**src/core/capture_pkg.sv**
```systemverilog
// Shared constants for the three channel input capture block.
package capture_pkg;
    // Bus widths and channel count.
    localparam int unsigned DATA_W = 16;
    localparam int unsigned ADDR_W = 4;
    localparam int unsigned CHANNELS = 3;

    // Register word addresses.
    localparam logic [3:0] OFS_CTL_ONE   = 4'h0;
    localparam logic [3:0] OFS_CTL_TWO   = 4'h1;
    localparam logic [3:0] OFS_CTL_THREE = 4'h2;
    localparam logic [3:0] OFS_BUF_ONE   = 4'h3;
    localparam logic [3:0] OFS_BUF_TWO   = 4'h4;
    localparam logic [3:0] OFS_BUF_THREE = 4'h5;
    localparam logic [3:0] OFS_TIME_BASE = 4'h6;
    localparam logic [3:0] OFS_FLAGS     = 4'h7;

    // Control register fields.
    localparam int unsigned REN_BIT  = 6;
    localparam int unsigned MODE_LSB = 0;
    localparam int unsigned MODE_W   = 4;

    // Reset values.
    localparam logic [3:0]  MODE_RESET = 4'h0;
    localparam logic        REN_RESET  = 1'b0;
    localparam logic [15:0] TB_RESET   = 16'h0000;
    localparam logic [15:0] TB_CLEARED = 16'h0000;
    localparam logic [15:0] BUF_RESET  = 16'h0000;

    // Mode codes of the capture mode field.
    localparam logic [3:0] MODE_OFF       = 4'h0;
    localparam logic [3:0] MODE_FALL      = 4'h1;
    localparam logic [3:0] MODE_RISE      = 4'h2;
    localparam logic [3:0] MODE_RISE4     = 4'h3;
    localparam logic [3:0] MODE_RISE16    = 4'h4;
    localparam logic [3:0] MODE_PERIOD    = 4'h5;
    localparam logic [3:0] MODE_PW_LOW    = 4'h6;
    localparam logic [3:0] MODE_PW_HIGH   = 4'h7;
    localparam logic [3:0] MODE_CHANGE    = 4'h8;
    localparam logic [3:0] MODE_TRIG_FALL = 4'he;
    localparam logic [3:0] MODE_TRIG_RISE = 4'hf;

    // Prescaler terminal counts.
    localparam logic [1:0] PRESC4_LAST  = 2'h3;
    localparam logic [3:0] PRESC16_LAST = 4'hf;
endpackage : capture_pkg

```
**src/core/input_capture_channel.sv**
```systemverilog
// One capture channel: pin synchroniser, edge decode, prescaler and event pulses.
module input_capture_channel #(
    parameter bit HAS_TRIGGER = 1'b0
) (
    input  wire logic       ref_clk_i,
    input  wire logic       rst_n_i,
    input  wire logic       pin_i,
    input  wire logic [3:0] mode_i,
    input  wire logic       ren_i,
    input  wire logic       mode_wr_i,
    input  wire logic       block_i,
    output logic            capture_o,
    output logic            tb_reset_o,
    output logic            trigger_o
);
    import capture_pkg::*;

    typedef enum logic {ARMED, RUNNING} edge_state_type;

    logic           sync_a;
    logic           sync_b;
    logic           last;
    logic [3:0]     presc;
    edge_state_type state;
    logic           rise;
    logic           fall;
    logic           next_cap;
    logic           next_rst;
    logic           next_trig;

    function automatic logic is_pulse(input logic [3:0] m);
        return (m == MODE_PW_LOW) || (m == MODE_PW_HIGH);
    endfunction : is_pulse

    // Two stage synchroniser; only sync_b and its delayed copy feed the edge logic.
    always_ff @(posedge ref_clk_i or negedge rst_n_i) begin
        if (!rst_n_i) begin
            sync_a <= 1'b0;
            sync_b <= 1'b0;
            last   <= 1'b0;
        end else begin
            sync_a <= pin_i;
            sync_b <= sync_a;
            last   <= sync_b;
        end
    end

    assign rise = sync_b & ~last;
    assign fall = ~sync_b & last;

    // Mode decode; the encoder function owns the pins while block_i is high.
    always_comb begin
        next_cap  = 1'b0;
        next_rst  = 1'b0;
        next_trig = 1'b0;
        if (!block_i) begin
            unique case (mode_i)
                MODE_FALL:      next_cap = fall;
                MODE_RISE:      next_cap = rise;
                MODE_RISE4:     next_cap = rise && (presc[1:0] == PRESC4_LAST || state == ARMED);
                MODE_RISE16:    next_cap = rise && (presc == PRESC16_LAST || state == ARMED);
                MODE_PERIOD:    next_cap = rise;
                MODE_PW_HIGH: begin
                    next_cap = fall || (state == ARMED && rise);
                    next_rst = rise;
                end
                MODE_PW_LOW: begin
                    next_cap = rise || (state == ARMED && fall);
                    next_rst = fall;
                end
                MODE_CHANGE:    next_cap = rise || fall;
                MODE_TRIG_FALL: next_trig = HAS_TRIGGER && fall;
                MODE_TRIG_RISE: next_trig = HAS_TRIGGER && rise;
                default:        next_cap = 1'b0;
            endcase
            if (!is_pulse(mode_i)) begin
                next_rst = next_cap && ren_i;
            end
        end
    end

    // Prescaler: cleared only by switching off, so a direct mode change keeps it.
    always_ff @(posedge ref_clk_i or negedge rst_n_i) begin
        if (!rst_n_i) begin
            presc <= 4'h0;
        end else if (mode_i == MODE_OFF) begin
            presc <= 4'h0;
        end else if ((mode_i == MODE_RISE4 || mode_i == MODE_RISE16) && rise && !block_i) begin
            presc <= presc + 4'h1;
        end
    end

    // A mode write re-arms the channel so the next qualifying edge always captures.
    always_ff @(posedge ref_clk_i or negedge rst_n_i) begin
        if (!rst_n_i) begin
            state <= ARMED;
        end else if (mode_wr_i) begin
            state <= ARMED;
        end else if (next_cap || next_rst) begin
            state <= RUNNING;
        end
    end

    // Registered event pulses.
    always_ff @(posedge ref_clk_i or negedge rst_n_i) begin
        if (!rst_n_i) begin
            capture_o  <= 1'b0;
            tb_reset_o <= 1'b0;
            trigger_o  <= 1'b0;
        end else begin
            capture_o  <= next_cap;
            tb_reset_o <= next_rst;
            trigger_o  <= next_trig;
        end
    end
endmodule : input_capture_channel

```
**src/core/three_channel_input_capture.sv**
```systemverilog
// Three channel input capture with shared time base and register port.
//
// Each instruction cycle is one ref_clk_i period; capture loads happen on the
// edge after the registered channel event, which stands for the first phase.

// Operation
// Three channels, each with own pin and 16-bit buffer of the time base.
// Modes capture on falling, rising, every fourth or every sixteenth rising edge.
// Mode off disables channel and clears its edge prescaler.
// Period mode captures on rising edges; reset-enable clears time base next cycle.
// Pulse modes measure high or low pulse between opposite edges.
// Pulse modes always reset time base on start edge, capture on closing edge.
// After entering pulse mode, first pin edge captures; first active edge resets.
// State change mode captures on every rising or falling input change.
// Channel one only raises special trigger on falling or rising edge.
// Bit 6 enables time base reset after capture; bits 7,5,4 read zero.
// Edges pass a synchroniser; buffer loads next phase, reset follows then.
// First qualifying edge after a mode write always captures the time base.
// Software time base write wins over a same cycle capture update.
// Buffers take the incremented time base on the edge after the event.
// Capture driven reset acts only after the time base value is latched.
// Software should disable a channel before changing its mode.
// Direct mode change keeps the prescaler count.
// Software must run an event counting time base synchronously.
// Each channel sets its own flag on edge, period, pulse and change events.
// Trigger mode on channel one sets no flag, only pulses trigger.
// Encoder function on shared pins takes precedence over capture.
// Unused mode codes behave as channel off; here they raise no event but leave the prescaler uncleared.
// Trigger codes on channels two and three produce nothing.
module three_channel_input_capture (
    input  wire logic                           ref_clk_i,
    input  wire logic                           rst_n_i,
    input  wire logic                           capture_pin_one_i,
    input  wire logic                           capture_pin_two_i,
    input  wire logic                           capture_pin_three_i,
    input  wire logic                           quadrature_encoder_function_i,
    input  wire logic [capture_pkg::ADDR_W-1:0] addr_i,
    input  wire logic [capture_pkg::DATA_W-1:0] wdata_i,
    input  wire logic                           wr_i,
    input  wire logic                           rd_i,
    output logic      [capture_pkg::DATA_W-1:0] rdata_o,
    output logic                                trigger_o,
    output logic                                channel_one_event_flag_o,
    output logic                                channel_two_event_flag_o,
    output logic                                channel_three_event_flag_o
);
    import capture_pkg::*;

    logic [3:0]        mode [CHANNELS];
    logic              ren [CHANNELS];
    logic [15:0]       capture_buffer [CHANNELS];
    logic [2:0]        flags;
    logic [15:0]       shared_time_base;
    logic              reset_pending;
    logic [2:0]        pins;
    logic [2:0]        mode_wr;
    logic [2:0]        cap;
    logic [2:0]        tb_rst;
    logic [2:0]        trig;
    logic              tb_wr;
    logic              flag_wr;
    logic [15:0]       next_time_base;
    logic [15:0]       next_rdata;

    assign pins  = {capture_pin_three_i, capture_pin_two_i, capture_pin_one_i};
    assign tb_wr = wr_i && addr_i == OFS_TIME_BASE;
    assign flag_wr = wr_i && addr_i == OFS_FLAGS;

    // Maps a control register address to its channel write strobe.
    function automatic logic [2:0] ctl_select(input logic [3:0] a);
        logic [2:0] s;
        s = 3'h0;
        if (a == OFS_CTL_ONE) begin
            s = 3'h1;
        end else if (a == OFS_CTL_TWO) begin
            s = 3'h2;
        end else if (a == OFS_CTL_THREE) begin
            s = 3'h4;
        end
        return s;
    endfunction : ctl_select

    // Control byte as software reads it: only the enable and mode hold storage.
    function automatic logic [15:0] ctl_word(input logic r, input logic [3:0] m);
        logic [15:0] w;
        w = 16'h0000;
        w[REN_BIT] = r;
        w[MODE_LSB +: MODE_W] = m;
        return w;
    endfunction : ctl_word

    assign mode_wr = wr_i ? ctl_select(addr_i) : 3'h0;

    // One channel per pin; only the first carries the special event trigger.
    for (genvar i = 0; i < CHANNELS; i++) begin : g_chan
        input_capture_channel #(
            .HAS_TRIGGER (i == 0)
        ) u_chan (
            .ref_clk_i  (ref_clk_i),
            .rst_n_i    (rst_n_i),
            .pin_i      (pins[i]),
            .mode_i     (mode[i]),
            .ren_i      (ren[i]),
            .mode_wr_i  (mode_wr[i]),
            .block_i    (quadrature_encoder_function_i),
            .capture_o  (cap[i]),
            .tb_reset_o (tb_rst[i]),
            .trigger_o  (trig[i])
        );
    end

    // Control registers; a mode change does not touch the time base.
    always_ff @(posedge ref_clk_i or negedge rst_n_i) begin
        if (!rst_n_i) begin
            for (int i = 0; i < CHANNELS; i++) begin
                mode[i] <= MODE_RESET;
                ren[i]  <= REN_RESET;
            end
        end else begin
            for (int i = 0; i < CHANNELS; i++) begin
                if (mode_wr[i]) begin
                    mode[i] <= wdata_i[MODE_LSB +: MODE_W];
                    ren[i]  <= wdata_i[REN_BIT];
                end
            end
        end
    end

    // Value the time base takes at this edge; buffers latch the same value.
    always_comb begin
        if (tb_wr) begin
            next_time_base = wdata_i;
        end else if (reset_pending) begin
            next_time_base = TB_CLEARED;
        end else begin
            next_time_base = shared_time_base + 16'h0001;
        end
    end

    // Free running time base; the reset lands one cycle after the latch.
    always_ff @(posedge ref_clk_i or negedge rst_n_i) begin
        if (!rst_n_i) begin
            shared_time_base <= TB_RESET;
        end else begin
            shared_time_base <= next_time_base;
        end
    end

    // Reset request is held one cycle so no buffer ever sees the cleared value
    // in place of the count that the edge belonged to.
    always_ff @(posedge ref_clk_i or negedge rst_n_i) begin
        if (!rst_n_i) begin
            reset_pending <= 1'b0;
        end else begin
            reset_pending <= (|tb_rst) && !tb_wr;
        end
    end

    // Capture buffers load on the edge after the registered event.
    always_ff @(posedge ref_clk_i or negedge rst_n_i) begin
        if (!rst_n_i) begin
            for (int i = 0; i < CHANNELS; i++) begin
                capture_buffer[i] <= BUF_RESET;
            end
        end else begin
            for (int i = 0; i < CHANNELS; i++) begin
                if (cap[i]) begin
                    capture_buffer[i] <= next_time_base;
                end
            end
        end
    end

    // Event flags: a new event beats a write-one-to-clear in the same cycle.
    always_ff @(posedge ref_clk_i or negedge rst_n_i) begin
        if (!rst_n_i) begin
            flags <= 3'h0;
        end else begin
            for (int i = 0; i < CHANNELS; i++) begin
                if (cap[i]) begin
                    flags[i] <= 1'b1;
                end else if (flag_wr && wdata_i[i]) begin
                    flags[i] <= 1'b0;
                end
            end
        end
    end

    assign channel_one_event_flag_o   = flags[0];
    assign channel_two_event_flag_o   = flags[1];
    assign channel_three_event_flag_o = flags[2];
    assign trigger_o                  = trig[0];

    // Read decode; unmapped addresses answer zero.
    always_comb begin
        unique case (addr_i)
            OFS_CTL_ONE:   next_rdata = ctl_word(ren[0], mode[0]);
            OFS_CTL_TWO:   next_rdata = ctl_word(ren[1], mode[1]);
            OFS_CTL_THREE: next_rdata = ctl_word(ren[2], mode[2]);
            OFS_BUF_ONE:   next_rdata = capture_buffer[0];
            OFS_BUF_TWO:   next_rdata = capture_buffer[1];
            OFS_BUF_THREE: next_rdata = capture_buffer[2];
            OFS_TIME_BASE: next_rdata = shared_time_base;
            OFS_FLAGS:     next_rdata = {13'h0000, flags};
            default:       next_rdata = 16'h0000;
        endcase
    end

    // Read data stands for exactly one cycle after the strobe.
    always_ff @(posedge ref_clk_i or negedge rst_n_i) begin
        if (!rst_n_i) begin
            rdata_o <= 16'h0000;
        end else begin
            rdata_o <= rd_i ? next_rdata : 16'h0000;
        end
    end
endmodule : three_channel_input_capture

```
**config.mk**
```make
export PLATFORM = sky130hd
export DESIGN_NAME = three_channel_input_capture
export DESIGN_NICKNAME = d
export VERILOG_FILES = /design/src/core/capture_pkg.sv /design/src/core/input_capture_channel.sv /design/src/core/three_channel_input_capture.sv
export SDC_FILE = /design/constraint.sdc
export NUM_CORES = 1
export LEC_CHECK = 0
export BUFFER_PORTS_ARGS = -buffer_cell sky130_fd_sc_hd__buf_2
export CAP_MARGIN = 10
export CORE_MARGIN = 2
export CORE_UTILIZATION = 45
export DETAILED_ROUTE_END_ITERATION = 7
export PLACE_DENSITY = 0.62
export SLEW_MARGIN = 10
export SYNTH_ARGS = -nofsm -noshare
export SYNTH_HDL_FRONTEND = slang
export SYNTH_HIERARCHICAL = 1
export SYNTH_SLANG_ARGS = --single-unit
```
**constraint.sdc**
```tcl
create_clock -name ref_clk_i -period 2.8 [get_ports ref_clk_i]
set_input_delay 0.56 -clock ref_clk_i [delete_from_list [all_inputs] [get_ports ref_clk_i]]
set_output_delay 0.56 -clock ref_clk_i [all_outputs]
set_load 0.05 [all_outputs]
```
==> metrics.md <==
| Metric | Value |
|---|---|
| Worst Path Required | `3.08 ns` |
| Post-detailed-route wirelength per cell | `18.5 µm` |
| Period utilization | `77.0%` |
| Rows | `44` |
| Port bufs | `47` |
| Residual DRC | `0` |
| Reg power frac | `44.0%` |
| # IOs | `48` |
| Number of vias per cell | `5.91` |
| Worst R2R Setup Slack | `0.64 ns` |
| FF-to-FF End | `capture_buffer[14]` |
| Full die area | `15600 µm²` |
| Mean area per synthesized cell | `10.1 µm²` |
| Setup crit end kind | `flop` |
| Count of cells resized by post-cts repair | `0` |
| Die Wd | `125 µm` |
| Number of H-tree levels | `4` |
| Share of cells above drive strength 1 | `18.8%` |
| Clock skew | `0.00640 ns` |
| Worst EP arrival | `2.43 ns` |
| Clock network fraction of total power | `33.0%` |
| First-pass GRT wire length | `27300 µm` |
| Largest net degree at the start of global routing | `54` |
| Cells on worst reg2reg path | `5` |
| Fmax | `464 MHz` |
| P_sw | `2200 µW` |
| # nets final | `723` |
| Largest fanout on the critical path | `11` |
| Crit path kind | `flop to flop` |
| Hold/Removal Path Class | `input pin to asynchronous set/reset pin` |
| Die height | `125 µm` |
| Yosys warns | `6` |
| Peak VDD IR | `0.000502 V` |
| Hold bufs inserted after CTS | `0` |
| Clk slew on worst S/H paths | `0.06 ns` |
| Ant. Diodes | `0` |
| CP startpoint | `shared_time_base[0]` |
| Total power | `6730 µW` |
| Comb power frac | `22.9%` |
| Most frequent cells in the layout | `130 x dfrtp_1, 58 x nor2_1, 49 x a21oi_1, 46 x buf_2, 38 x inv_1` |
| Global Route Usage Sum | `21.9%` |
| Total gr overflow | `0` |
| Max-cap violations | `0` |
| Initial antenna violation count | `0` |
| Routed wire length | `16400 µm` |
| Area delta synth->final | `14.3%` |
| Power per cell area | `893 nW/µm²` |
| Worst Setup Start Kind | `flop` |
| Most common cell after layout, fill and taps aside | `dfrtp_1` |
| Core region area | `14400 µm²` |
| Max_slew headroom | `36.8%` |
| Num CTS Buffers | `17` |
| Tmin final | `2.16 ns` |
| Setup bufs post-CTS | `0` |
| Endpoints failing hold | `0` |
| Max-slew violations | `0` |
| P_leak | `0.00328 µW` |
| Switching share of power | `32.6%` |
| CP Capture Point | `capture_buffer[14]` |
| Vias in the first global route | `5279` |
| Clk_lat worst skew | `0.42 ns` |
| Setup TNS | `0 ns` |
| Final setup fails | `0` |
| Mapped Area | `6600 µm²` |
| Worst-Margin Slew | `0.949 ns` |
| Clk sink count | `130` |
| Syn Inst Count | `655` |
| Number of DRC markers in iteration 0 | `396` |
| Clk buf depth | `2` |
| TritonCTS clock tree | `built` |
| Effective utilization at floorplan | `45.7%` |
| R2r startpoint | `shared_time_base[0]` |
| Via count | `5241` |
| DP Wirelength | `11100 µm` |
| Root buf cell | `clkbuf_16` |
| Unrepaired setup endpoints after global routing | `no` |
| Drt pass-1 iters | `5` |
| Status | `finished clean` |
| Syn Nets | `687` |
| GP Congestion | `0.900` |
| P_int | `4540 µW` |
| Routed Antenna Nets | `0` |
power groups by stage:
stage | Combinational, µW | Sequential [µW] | Clock (µW)
2_1_floorplan | 1240 | 2840 | 0
3_3_place_gp | 1500 | 2960 | 0
3_5_place_dp | 1550 | 2980 | 0
4_1_cts | 1560 | 2950 | 2270
5_1_grt | 1740 | 3040 | 2350
6_report | 1540 | 2960 | 2230
layout make-up:
cell class	count	area, µm²
Sequential cell	130	3250
Multi-Input combinational cell	446	2990
Timing Repair Buffer	58	337
Clock inverter	5	100
Inverter	38	143
Clock buffer	26	489
Fill cell	1308	6880
Tap cell	184	230
stage by stage:
| step | cells | cell area [µm²] | hold WS, ns | setup slack (ns) | util (%) |
|---|---|---|---|---|---|
| 6_report | 887 | 7540 | 0.0722 | 0.644 | 52.3 |
| 5_1_grt | 887 | 7540 | 0.120 | 0.493 | 52.3 |
| 3_3_place_gp | 856 | 6950 | 0.334 | 0.583 | 48.2 |
| 4_1_cts | 887 | 7540 | 0.0993 | 0.627 | 52.3 |
| 2_1_floorplan | 655 | 6600 | 0.264 | 1.03 | - |
| 3_5_place_dp | 856 | 6950 | 0.347 | 0.528 | 48.2 |
routing by layer:
metal	track usage [%]	vias up	wire (µm)
met5	0	-	0
met4	7.39	0	238
met3	5.18	19	945
met2	34.7	152	7850
met1	29.9	2592	7400
li1	-	2478	-
sequential cells by signal, summed over array words and instances, names as in the netlist:
name and count:
g_chan.u_chan/sync_a 3, g_chan.u_chan/tb_reset_o 3, ren 3, shared_time_base 16
g_chan.u_chan/state 3, g_chan.u_chan/last 3, mode 12, flags 3
reset_pending 1, g_chan.u_chan/capture_o 3, g_chan.u_chan/sync_b 3, rdata_o 16
capture_buffer 48, g_chan.u_chan/trigger_o 1, g_chan.u_chan/presc 12
how the worst min path moves through the flow:
stage | to | slack, ns | cells past startpoint
floorplan | capture_buffer[0] | 0.26 | 0
global placement | g_chan[1].u_chan/sync_b | 0.33 | 0
detailed placement | g_chan[1].u_chan/sync_b | 0.35 | 0
CTS | capture_buffer[44] | 0.1 | 1
global route | capture_buffer[44] | 0.12 | 1
finish | capture_buffer[44] | 0.07 | 1
worst max-delay path, cell delays in order, from the launching register on:
cell	delay (ns)
dfrtp_1	0.43
ha_1	0.22
nand3_1	0.40
o41a_1	0.55
nor3_2	0.26
o22ai_1	0.13
Power figures use the tool's default switching activity.
